==> src/hw/csh_pkg.sv <==
// Constants and types shared by the combined serial halt/push controller.
// Assumes a single system clock; all users reference names with csh_pkg::.
package csh_pkg;
    localparam int FRAME_BITS = 16;
    // Delay-after-transfer length, in baud clock periods.
    localparam int DAT_BAUDS = 2;
    // Settling interval a host may wait after requesting a halt.
    localparam int HALT_WAIT_BAUDS = 35;
    localparam int BUF_DEPTH = 2;
    localparam logic [3:0] BIT_CNT_ZERO = 4'h0;
    localparam logic [3:0] DAT_CNT_ZERO = 4'h0;

    typedef enum logic [1:0] {
        CSH_MODE_COMBINED = 2'h0,
        CSH_MODE_DSI_ONLY = 2'h1,
        CSH_MODE_SPI_ONLY = 2'h2
    } csh_mode_t;

    typedef enum logic [2:0] {
        CSH_ST_IDLE = 3'b001,
        CSH_ST_XFER = 3'b010,
        CSH_ST_DAT = 3'b100
    } csh_state_t;
endpackage : csh_pkg

==> src/hw/csh_stream_if.sv <==
// Valid/ready word stream between the controller and its frame buffer.
// Assumes both ends run on the same clock.
`timescale 1ns/100ps
interface csh_stream_if #(
    parameter int W = 16
);
    logic valid;
    logic ready;
    logic [W-1:0] data;
    modport src (output valid, output data, input ready);
    modport snk (input valid, input data, output ready);
endinterface : csh_stream_if

==> src/hw/csh_frame_buf.sv <==
// Two-entry frame buffer with valid/ready on both sides.
// Assumes the drain side may stall at will; the fill ready is registered.
`timescale 1ns/100ps
module csh_frame_buf #(
    parameter int W = 16,
    parameter int DEPTH = 2
) (
    // Clock and reset
    input wire logic sys_clk,
    input wire logic reset_n,
    // Streams
    csh_stream_if.snk in_s,
    csh_stream_if.src out_s
);
    localparam int AW = $clog2(DEPTH);
    localparam logic [AW:0] CNT_FULL = (AW + 1)'(DEPTH);

    logic [W-1:0] mem_r [DEPTH];
    logic [AW-1:0] wr_r, wr_nxt, rd_r, rd_nxt;
    logic [AW:0] cnt_r, cnt_nxt;
    logic ready_r, ready_nxt;
    logic push, pop;

    function automatic logic [AW-1:0] inc_ptr(input logic [AW-1:0] p);
        inc_ptr = (p == AW'(DEPTH - 1)) ? '0 : p + 1'b1;
    endfunction : inc_ptr

    assign in_s.ready = ready_r;
    assign out_s.valid = (cnt_r != '0);
    assign out_s.data = mem_r[rd_r];

    always_comb begin
        push = in_s.valid && ready_r;
        pop = out_s.valid && out_s.ready;
        wr_nxt = push ? inc_ptr(wr_r) : wr_r;
        rd_nxt = pop ? inc_ptr(rd_r) : rd_r;
        cnt_nxt = cnt_r + (AW + 1)'(push) - (AW + 1)'(pop);
        ready_nxt = (cnt_nxt != CNT_FULL);
    end

    always_ff @(posedge sys_clk or negedge reset_n) begin
        if (!reset_n) begin
            wr_r <= '0;
            rd_r <= '0;
            cnt_r <= '0;
            ready_r <= 1'b0;
        end else begin
            wr_r <= wr_nxt;
            rd_r <= rd_nxt;
            cnt_r <= cnt_nxt;
            ready_r <= ready_nxt;
        end
    end

    // Storage carries no reset; a slot is only read once it was written.
    always_ff @(posedge sys_clk) begin
        if (push) begin
            mem_r[wr_r] <= in_s.data;
        end
    end
endmodule : csh_frame_buf

==> src/hw/csh_ctrl.sv <==
// Combined serial controller: periodic deserial frames interleaved with
// host-queued SPI frames, halt control, and transfer-complete request.
// Assumes host-side controls are on sys_clk; baud clock and miso are not.
`timescale 1ns/100ps
module csh_ctrl #(
    parameter int W = csh_pkg::FRAME_BITS,
    parameter int DAT_BAUDS = csh_pkg::DAT_BAUDS
) (
    // Clock and reset
    input wire logic sys_clk,
    input wire logic reset_n,
    // Push transmit queue
    input wire logic push_wr,
    input wire logic [W-1:0] push_data,
    output logic push_ready,
    // Configuration
    input wire logic [1:0] mode,
    input wire logic halt,
    input wire logic tc_irq_en,
    input wire logic [W-1:0] dsi_data,
    // Status
    input wire logic tc_clr,
    output logic running,
    output logic tc_flag,
    output logic tc_irq,
    output logic [W-1:0] rx_data,
    output logic rx_valid,
    // Serial link
    input wire logic baud_clk,
    input wire logic miso,
    output logic sck,
    output logic mosi,
    output logic spi_cs_n,
    output logic dsi_cs_n
);
    localparam logic [3:0] BIT_LAST = 4'(W - 1);
    localparam logic [3:0] DAT_LAST = 4'(DAT_BAUDS - 1);

    csh_stream_if #(.W(W)) in_s ();
    csh_stream_if #(.W(W)) out_s ();

    csh_frame_buf #(.W(W), .DEPTH(csh_pkg::BUF_DEPTH)) u_buf (
        .sys_clk(sys_clk),
        .reset_n(reset_n),
        .in_s(in_s),
        .out_s(out_s)
    );

    // Pin synchronisers; the first stage feeds only the second.
    logic baud_s1_r, baud_s2_r, baud_d_r, miso_s1_r, miso_s2_r;
    logic tick;

    always_ff @(posedge sys_clk or negedge reset_n) begin
        if (!reset_n) begin
            baud_s1_r <= 1'b0;
            baud_s2_r <= 1'b0;
            baud_d_r <= 1'b0;
            miso_s1_r <= 1'b0;
            miso_s2_r <= 1'b0;
        end else begin
            baud_s1_r <= baud_clk;
            baud_s2_r <= baud_s1_r;
            baud_d_r <= baud_s2_r;
            miso_s1_r <= miso;
            miso_s2_r <= miso_s1_r;
        end
    end

    assign tick = baud_s2_r && !baud_d_r;

    assign in_s.valid = push_wr;
    assign in_s.data = push_data;

    csh_pkg::csh_state_t state_r, state_nxt;
    logic [W-1:0] tx_r, tx_nxt, rxsh_r, rxsh_nxt;
    logic [W-1:0] rx_data_r, rx_data_nxt;
    logic [3:0] bit_r, bit_nxt, dat_r, dat_nxt;
    logic sck_r, sck_nxt, mosi_r, mosi_nxt;
    // Selects are kept active low in their flops so the pins come straight
    // from a register with no inverter after it.
    logic spi_cs_n_r, spi_cs_n_nxt, dsi_cs_n_r, dsi_cs_n_nxt;
    logic run_r, run_nxt, tcf_r, tcf_nxt, irq_r, irq_nxt;
    logic rxv_r, rxv_nxt, pick_spi, pick_dsi, frame_end, take;

    always_comb begin
        state_nxt = state_r;
        tx_nxt = tx_r;
        rxsh_nxt = rxsh_r;
        rx_data_nxt = rx_data_r;
        bit_nxt = bit_r;
        dat_nxt = dat_r;
        sck_nxt = sck_r;
        mosi_nxt = mosi_r;
        spi_cs_n_nxt = spi_cs_n_r;
        dsi_cs_n_nxt = dsi_cs_n_r;
        rxv_nxt = 1'b0;
        frame_end = 1'b0;
        // Frames are chosen only from idle, so a push never lands mid-frame.
        pick_spi = 1'b0;
        pick_dsi = 1'b0;
        take = 1'b0;
        if (mode == csh_pkg::CSH_MODE_SPI_ONLY) begin
            pick_spi = out_s.valid;
        end else if (mode == csh_pkg::CSH_MODE_DSI_ONLY) begin
            pick_dsi = 1'b1;
        end else begin
            // Queued SPI words take the next slot; otherwise deserial repeats.
            pick_spi = out_s.valid;
            pick_dsi = !out_s.valid;
        end
        unique case (state_r)
            csh_pkg::CSH_ST_IDLE: begin
                // Halt is honoured only here, after a frame has completed.
                if (tick && !halt && (pick_spi || pick_dsi)) begin
                    take = pick_spi;
                    tx_nxt = pick_spi ? out_s.data : dsi_data;
                    mosi_nxt = pick_spi ? out_s.data[W-1] : dsi_data[W-1];
                    spi_cs_n_nxt = !pick_spi;
                    dsi_cs_n_nxt = pick_spi;
                    bit_nxt = csh_pkg::BIT_CNT_ZERO;
                    state_nxt = csh_pkg::CSH_ST_XFER;
                end
            end
            csh_pkg::CSH_ST_XFER: begin
                if (tick) begin
                    sck_nxt = !sck_r;
                    if (!sck_r) begin
                        rxsh_nxt = {rxsh_r[W-2:0], miso_s2_r};
                    end else if (bit_r == BIT_LAST) begin
                        frame_end = 1'b1;
                        rx_data_nxt = rxsh_r;
                        rxv_nxt = 1'b1;
                        spi_cs_n_nxt = 1'b1;
                        dsi_cs_n_nxt = 1'b1;
                        dat_nxt = csh_pkg::DAT_CNT_ZERO;
                        state_nxt = csh_pkg::CSH_ST_DAT;
                    end else begin
                        tx_nxt = {tx_r[W-2:0], 1'b0};
                        mosi_nxt = tx_r[W-2];
                        bit_nxt = bit_r + 4'h1;
                    end
                end
            end
            csh_pkg::CSH_ST_DAT: begin
                if (tick) begin
                    if (dat_r == DAT_LAST) begin
                        state_nxt = csh_pkg::CSH_ST_IDLE;
                    end else begin
                        dat_nxt = dat_r + 4'h1;
                    end
                end
            end
            default: begin
                state_nxt = csh_pkg::CSH_ST_IDLE;
            end
        endcase
        // Running clears only once idle with halt pending.
        run_nxt = !(state_nxt == csh_pkg::CSH_ST_IDLE && halt);
        // A frame end in the same cycle as a clear keeps the flag set.
        tcf_nxt = frame_end || (tcf_r && !tc_clr);
        irq_nxt = tcf_nxt && tc_irq_en;
    end

    assign out_s.ready = take;

    always_ff @(posedge sys_clk or negedge reset_n) begin
        if (!reset_n) begin
            state_r <= csh_pkg::CSH_ST_IDLE;
            tx_r <= '0;
            rxsh_r <= '0;
            rx_data_r <= '0;
            bit_r <= csh_pkg::BIT_CNT_ZERO;
            dat_r <= csh_pkg::DAT_CNT_ZERO;
            sck_r <= 1'b0;
            mosi_r <= 1'b0;
            spi_cs_n_r <= 1'b1;
            dsi_cs_n_r <= 1'b1;
            run_r <= 1'b0;
            tcf_r <= 1'b0;
            irq_r <= 1'b0;
            rxv_r <= 1'b0;
        end else begin
            state_r <= state_nxt;
            tx_r <= tx_nxt;
            rxsh_r <= rxsh_nxt;
            rx_data_r <= rx_data_nxt;
            bit_r <= bit_nxt;
            dat_r <= dat_nxt;
            sck_r <= sck_nxt;
            mosi_r <= mosi_nxt;
            spi_cs_n_r <= spi_cs_n_nxt;
            dsi_cs_n_r <= dsi_cs_n_nxt;
            run_r <= run_nxt;
            tcf_r <= tcf_nxt;
            irq_r <= irq_nxt;
            rxv_r <= rxv_nxt;
        end
    end

    assign push_ready = in_s.ready;
    assign running = run_r;
    assign tc_flag = tcf_r;
    assign tc_irq = irq_r;
    assign rx_data = rx_data_r;
    assign rx_valid = rxv_r;
    assign sck = sck_r;
    assign mosi = mosi_r;
    assign spi_cs_n = spi_cs_n_r;
    assign dsi_cs_n = dsi_cs_n_r;
endmodule : csh_ctrl

==> config.mk <==
export PLATFORM = sky130hd
export DESIGN_NAME = csh_ctrl
export DESIGN_NICKNAME = d
export VERILOG_FILES = /design/src/hw/csh_pkg.sv /design/src/hw/csh_stream_if.sv /design/src/hw/csh_frame_buf.sv /design/src/hw/csh_ctrl.sv
export SDC_FILE = /design/constraint.sdc
export NUM_CORES = 1
export LEC_CHECK = 0
export BUFFER_PORTS_ARGS = -buffer_cell sky130_fd_sc_hd__buf_2
export CORE_ASPECT_RATIO = 0.8
export CORE_MARGIN = 2
export CORE_UTILIZATION = 51
export CTS_CLUSTER_SIZE = 12
export DETAILED_ROUTE_END_ITERATION = 10
export PLACE_DENSITY = 0.75
export SETUP_SLACK_MARGIN = 0.3
export SLEW_MARGIN = 25
export SYNTH_ARGS = -nofsm -noshare
export SYNTH_HDL_FRONTEND = slang
export SYNTH_HIERARCHICAL = 1
export SYNTH_SLANG_ARGS = --single-unit
==> constraint.sdc <==
create_clock -name sys_clk -period 2.6 [get_ports sys_clk]
set_input_delay 0.26 -clock sys_clk [delete_from_list [all_inputs] [get_ports sys_clk]]
set_output_delay 0.26 -clock sys_clk [all_outputs]
set_load 0.03 [all_outputs]
==> key figures <==
Timing
  – Max Fclk: around 0.42 GHz
  – Fin. Hold Viols: 0
  – Final setup vio count: 0
  – Post-Route Setup TNS: 0 ns
  – Min Hold Slack: ~0.024 ns
  – Worst-margin pin slew: a little over 0.8 ns
  – Fin crit share: roughly 90%
  – RSZ-0062 raised after global routing: true
  – Clock skew: 0.00942 ns
  – Max_slew headroom: a little under half
  – Fin. max-slew vios: 0
  – Min cycle time layout: roughly 2.4 ns

Place
  – Routability cong.: 0.785
  – Hpwl dp: 5710 µm
  – Input/output buffers: 66

Worst setup path
  – Kind of critical path: register to register
  – R2R Setup Slk: approximately 0.24 ns
  – Crit Path Max Fanout: 2
  – Crit start category: register
  – R2R cell count: 9
  – Crit path capture type: register
  – Worst EP arrival: 2.63 ns
  – Reg2Reg Launch Point: state_r[0]$_DFF_PN1_
  – Critical Path RT: approximately 2.9 ns
  – R2R Path End: u_buf/in_s.ready$_DFF_PN0_

Synthesis
  – Mapped Cells: about 330
  – EDFF count, synth: 32
  – Post-synthesis register bit count: ~110
  – Yosys top cell area share: between 30% and 40%
  – Syn_area_per_cell: between 10 and 15 µm²
  – Biggest area consumer among synthesized cells: dfrtp_1
  – Most used DFF post-synth: dfrtp_1
  – Async S/R FF share, synth: a little over two thirds
  – Sequential cell area fraction in the yosys report: roughly 62%
  – Post-synth top cells: 73 x dfrtp_1, 44 x mux2_2, 32 x edfxtp_1, 20 x o21ai_0
  – Mapped Nets: between 300 and 400
  – Cell Area, Synth: 0.00462 mm²
  – Synth warn: 6
  – Netlist cell types: just under 50
  – Main area contributors after synthesis: dfrtp_1 40%, edfxtp_1 21%, mux2_2 11%
  – Leading cell type by number of instances after synthesis: dfrtp_1

Drt
  – Drt first pass iters: 5
  – Iter 0 DRT Violations: between 100 and 150
  – Avg Vias per Cell: between 5 and 6
  – # DRC: 0
  – Drt wl/cell: 15.9 µm
  – Post-route ant nets: 0
  – Vias post-DR: just under 3000
  – Final Routed Wirelength: 8410 µm

Status
  – Status: finished clean

Global route
  – Vias in the first global route: roughly 2900
  – Grt ovf: 0
  – First-pass GRT wire length: between 10000 and 15000 µm
  – Pin count of the biggest net entering global routing: 77
  – Tot GR Track Use: between 10% and 20%
  – Initial antenna violation count: 0

Pwr
  – Total power: ~4.7 mW
  – VDD IR max: approximately 0.45 mV
  – Power per Cell Area: roughly 870 mW/mm²
  – Leak pwr: 2.46 nW

Final layout
  – Syn-to-layout area delta: 17.7%
  – Register area: ~0.0029 mm²
  – Final layout net count: between 400 and 500
  – Share of cells above drive strength 1: between 30% and 40%
  – Area of the multi-input gates: between 0.0015 and 0.002 mm²
  – ANT cells: 0
  – Layout fillers: 698

Min path
  – Hold crit path type: primary input to register
  – Hold_sp: miso
  – Hold depth: 1
  – Hold Crit Endpoint: miso_s1_r$_DFF_PN0_

Clocking
  – Worst-skew pair later-pin latency: ~0.34 ns
  – Cts repair resizes: 0
  – Max clock buf depth: 2
  – Clock slew seen by the registers of the worst setup and hold paths: 0.07 ns
  – H-tree depth: 3
  – CTS Root Cell: clkbuf_16
  – Num CTS Buffers: 9
  – CTS sink count: ~110
  – TritonCTS clock tree: yes

Floorplanning
  – FP Rows: 31
  – Die Area: 0.00983 mm²
  – Core ar.: between 0.008 and 0.009 mm²
  – DIE HEIGHT: between 80 and 90 µm
  – # IOs: 67
  – Die W: approximately 110 µm
  – Initial Util: 51.8%

Run
  – Max-cap violations: 0
==> stage by stage <==
step	setup WS (ns)	utilization [%]	area [µm²]	instances
after global routing	0.143	60.9	5440	528
final	0.239	60.9	5440	528
after floorplan	0.0634	-	4640	334
after global placement	0.192	57.2	5100	509
after CTS	0.264	60.8	5420	527
after detailed placement	0.148	57.2	5100	509
==> layout make-up <==
cell class | count | area share, %
Inverter | 6 | 0.414
Timing Repair Buffer | 80 | 8.17
Tap cell | 115 | 2.65
Multi-Input combinational cell | 203 | 30.4
Clock buffer | 9 | 4.14
Clock inverter | 7 | 1.52
Sequential cell | 108 | 52.7
==> placed cells by master (no fill, tap or decap), types with 2 or more instances in the layout <==
master and count:
or3_1 2, xnor2_1 3, mux2_4 9, o22a_1 2, nor2b_1 3, buf_2 65, nor2_1 19, inv_8 2
nand3_1 5, ha_1 4, mux2_1 10, a21oi_1 19, inv_1 5, or3b_1 2, dfrtp_1 73, buf_4 13
clkbuf_16 9, nor3b_1 2, edfxtp_1 32, a21o_1 2, mux2i_1 3, a31oi_1 15, o31ai_1 5, mux2_2 44
inv_6 2, and3_1 2, dfstp_2 3, nand2b_1 3, o21ai_0 20, nand2_1 8
==> metal layers <==
layer / share of wire, % / global-route usage (%) / up-vias
met4: 0.99 / 4.43 / 0
met5: 0 / 0 / -
met1: 45 / 25.9 / 1424
li1: - / - / 1379
met3: 5.2 / 4.08 / 7
met2: 48 / 29.7 / 78
==> worst max-delay path by stage <==
| stage | slack (ns) | end | depth (start not counted) | from |
|---|---|---|---|---|
| after floorplan | 0.06 | u_buf/in_s.ready$_DFF_PN0_ | 10 | state_r[0]$_DFF_PN1_ |
| after global placement | 0.19 | u_buf/in_s.ready$_DFF_PN0_ | 9 | state_r[0]$_DFF_PN1_ |
| after detailed placement | 0.15 | u_buf/in_s.ready$_DFF_PN0_ | 9 | state_r[0]$_DFF_PN1_ |
| after CTS | 0.26 | u_buf/in_s.ready$_DFF_PN0_ | 9 | state_r[0]$_DFF_PN1_ |
| after global routing | 0.14 | u_buf/in_s.ready$_DFF_PN0_ | 9 | state_r[0]$_DFF_PN1_ |
| final | 0.24 | u_buf/in_s.ready$_DFF_PN0_ | 9 | state_r[0]$_DFF_PN1_ |
==> worst max-delay path, cell delays in order (launching register included) <==
cell,delay (ns)
dfstp_2,0.53
or3b_1,0.33
or4_4,0.42
nor2_1,0.10
o21a_1,0.15
ha_1,0.25
inv_2,0.07
ha_4,0.13
xnor2_2,0.12
mux2i_1,0.20
==> logic make-up (layout without fill, tap and decap cells) <==
group	count (synthesis)	in the layout	synth area share, %
flip-flops	108	108	62.1
AO/OA/AOI/OAI	68	68	8.84
multiplexers	66	66	16.7
AND/OR/NAND/NOR	59	59	7.32
buffers and inverters	23	102	2.71
adder cells (fa/ha/maj)	5	5	1.36
XOR/XNOR	5	5	0.948
==> sequential cells by signal, summed over array words and instances (netlist names), 2 cells and up <==
signal	count
u_buf/mem_r	32
rx_data	16
rxsh_r	16
tx_r	15
bit_r	4
dat_r	4
state_r	3
u_buf/cnt_r	2
==> report_power, final <==
group          leakage, nW  total (mW)  internal [mW]  switching [mW]
sequential            1.29        2.24           2.08           0.153
combinational         1.02        1.09          0.519           0.575
clock                0.152        1.40          0.766           0.629
total                 2.46        4.73           3.37            1.36
==> repair_timing <==
action,CTS,global route
buffers inserted,2,0
hold buffers,0,1
endpoints found under the setup margin,2,2
pin swaps,1,0
hold endpoints to repair,0,30
(Power assumes the default switching activity.)
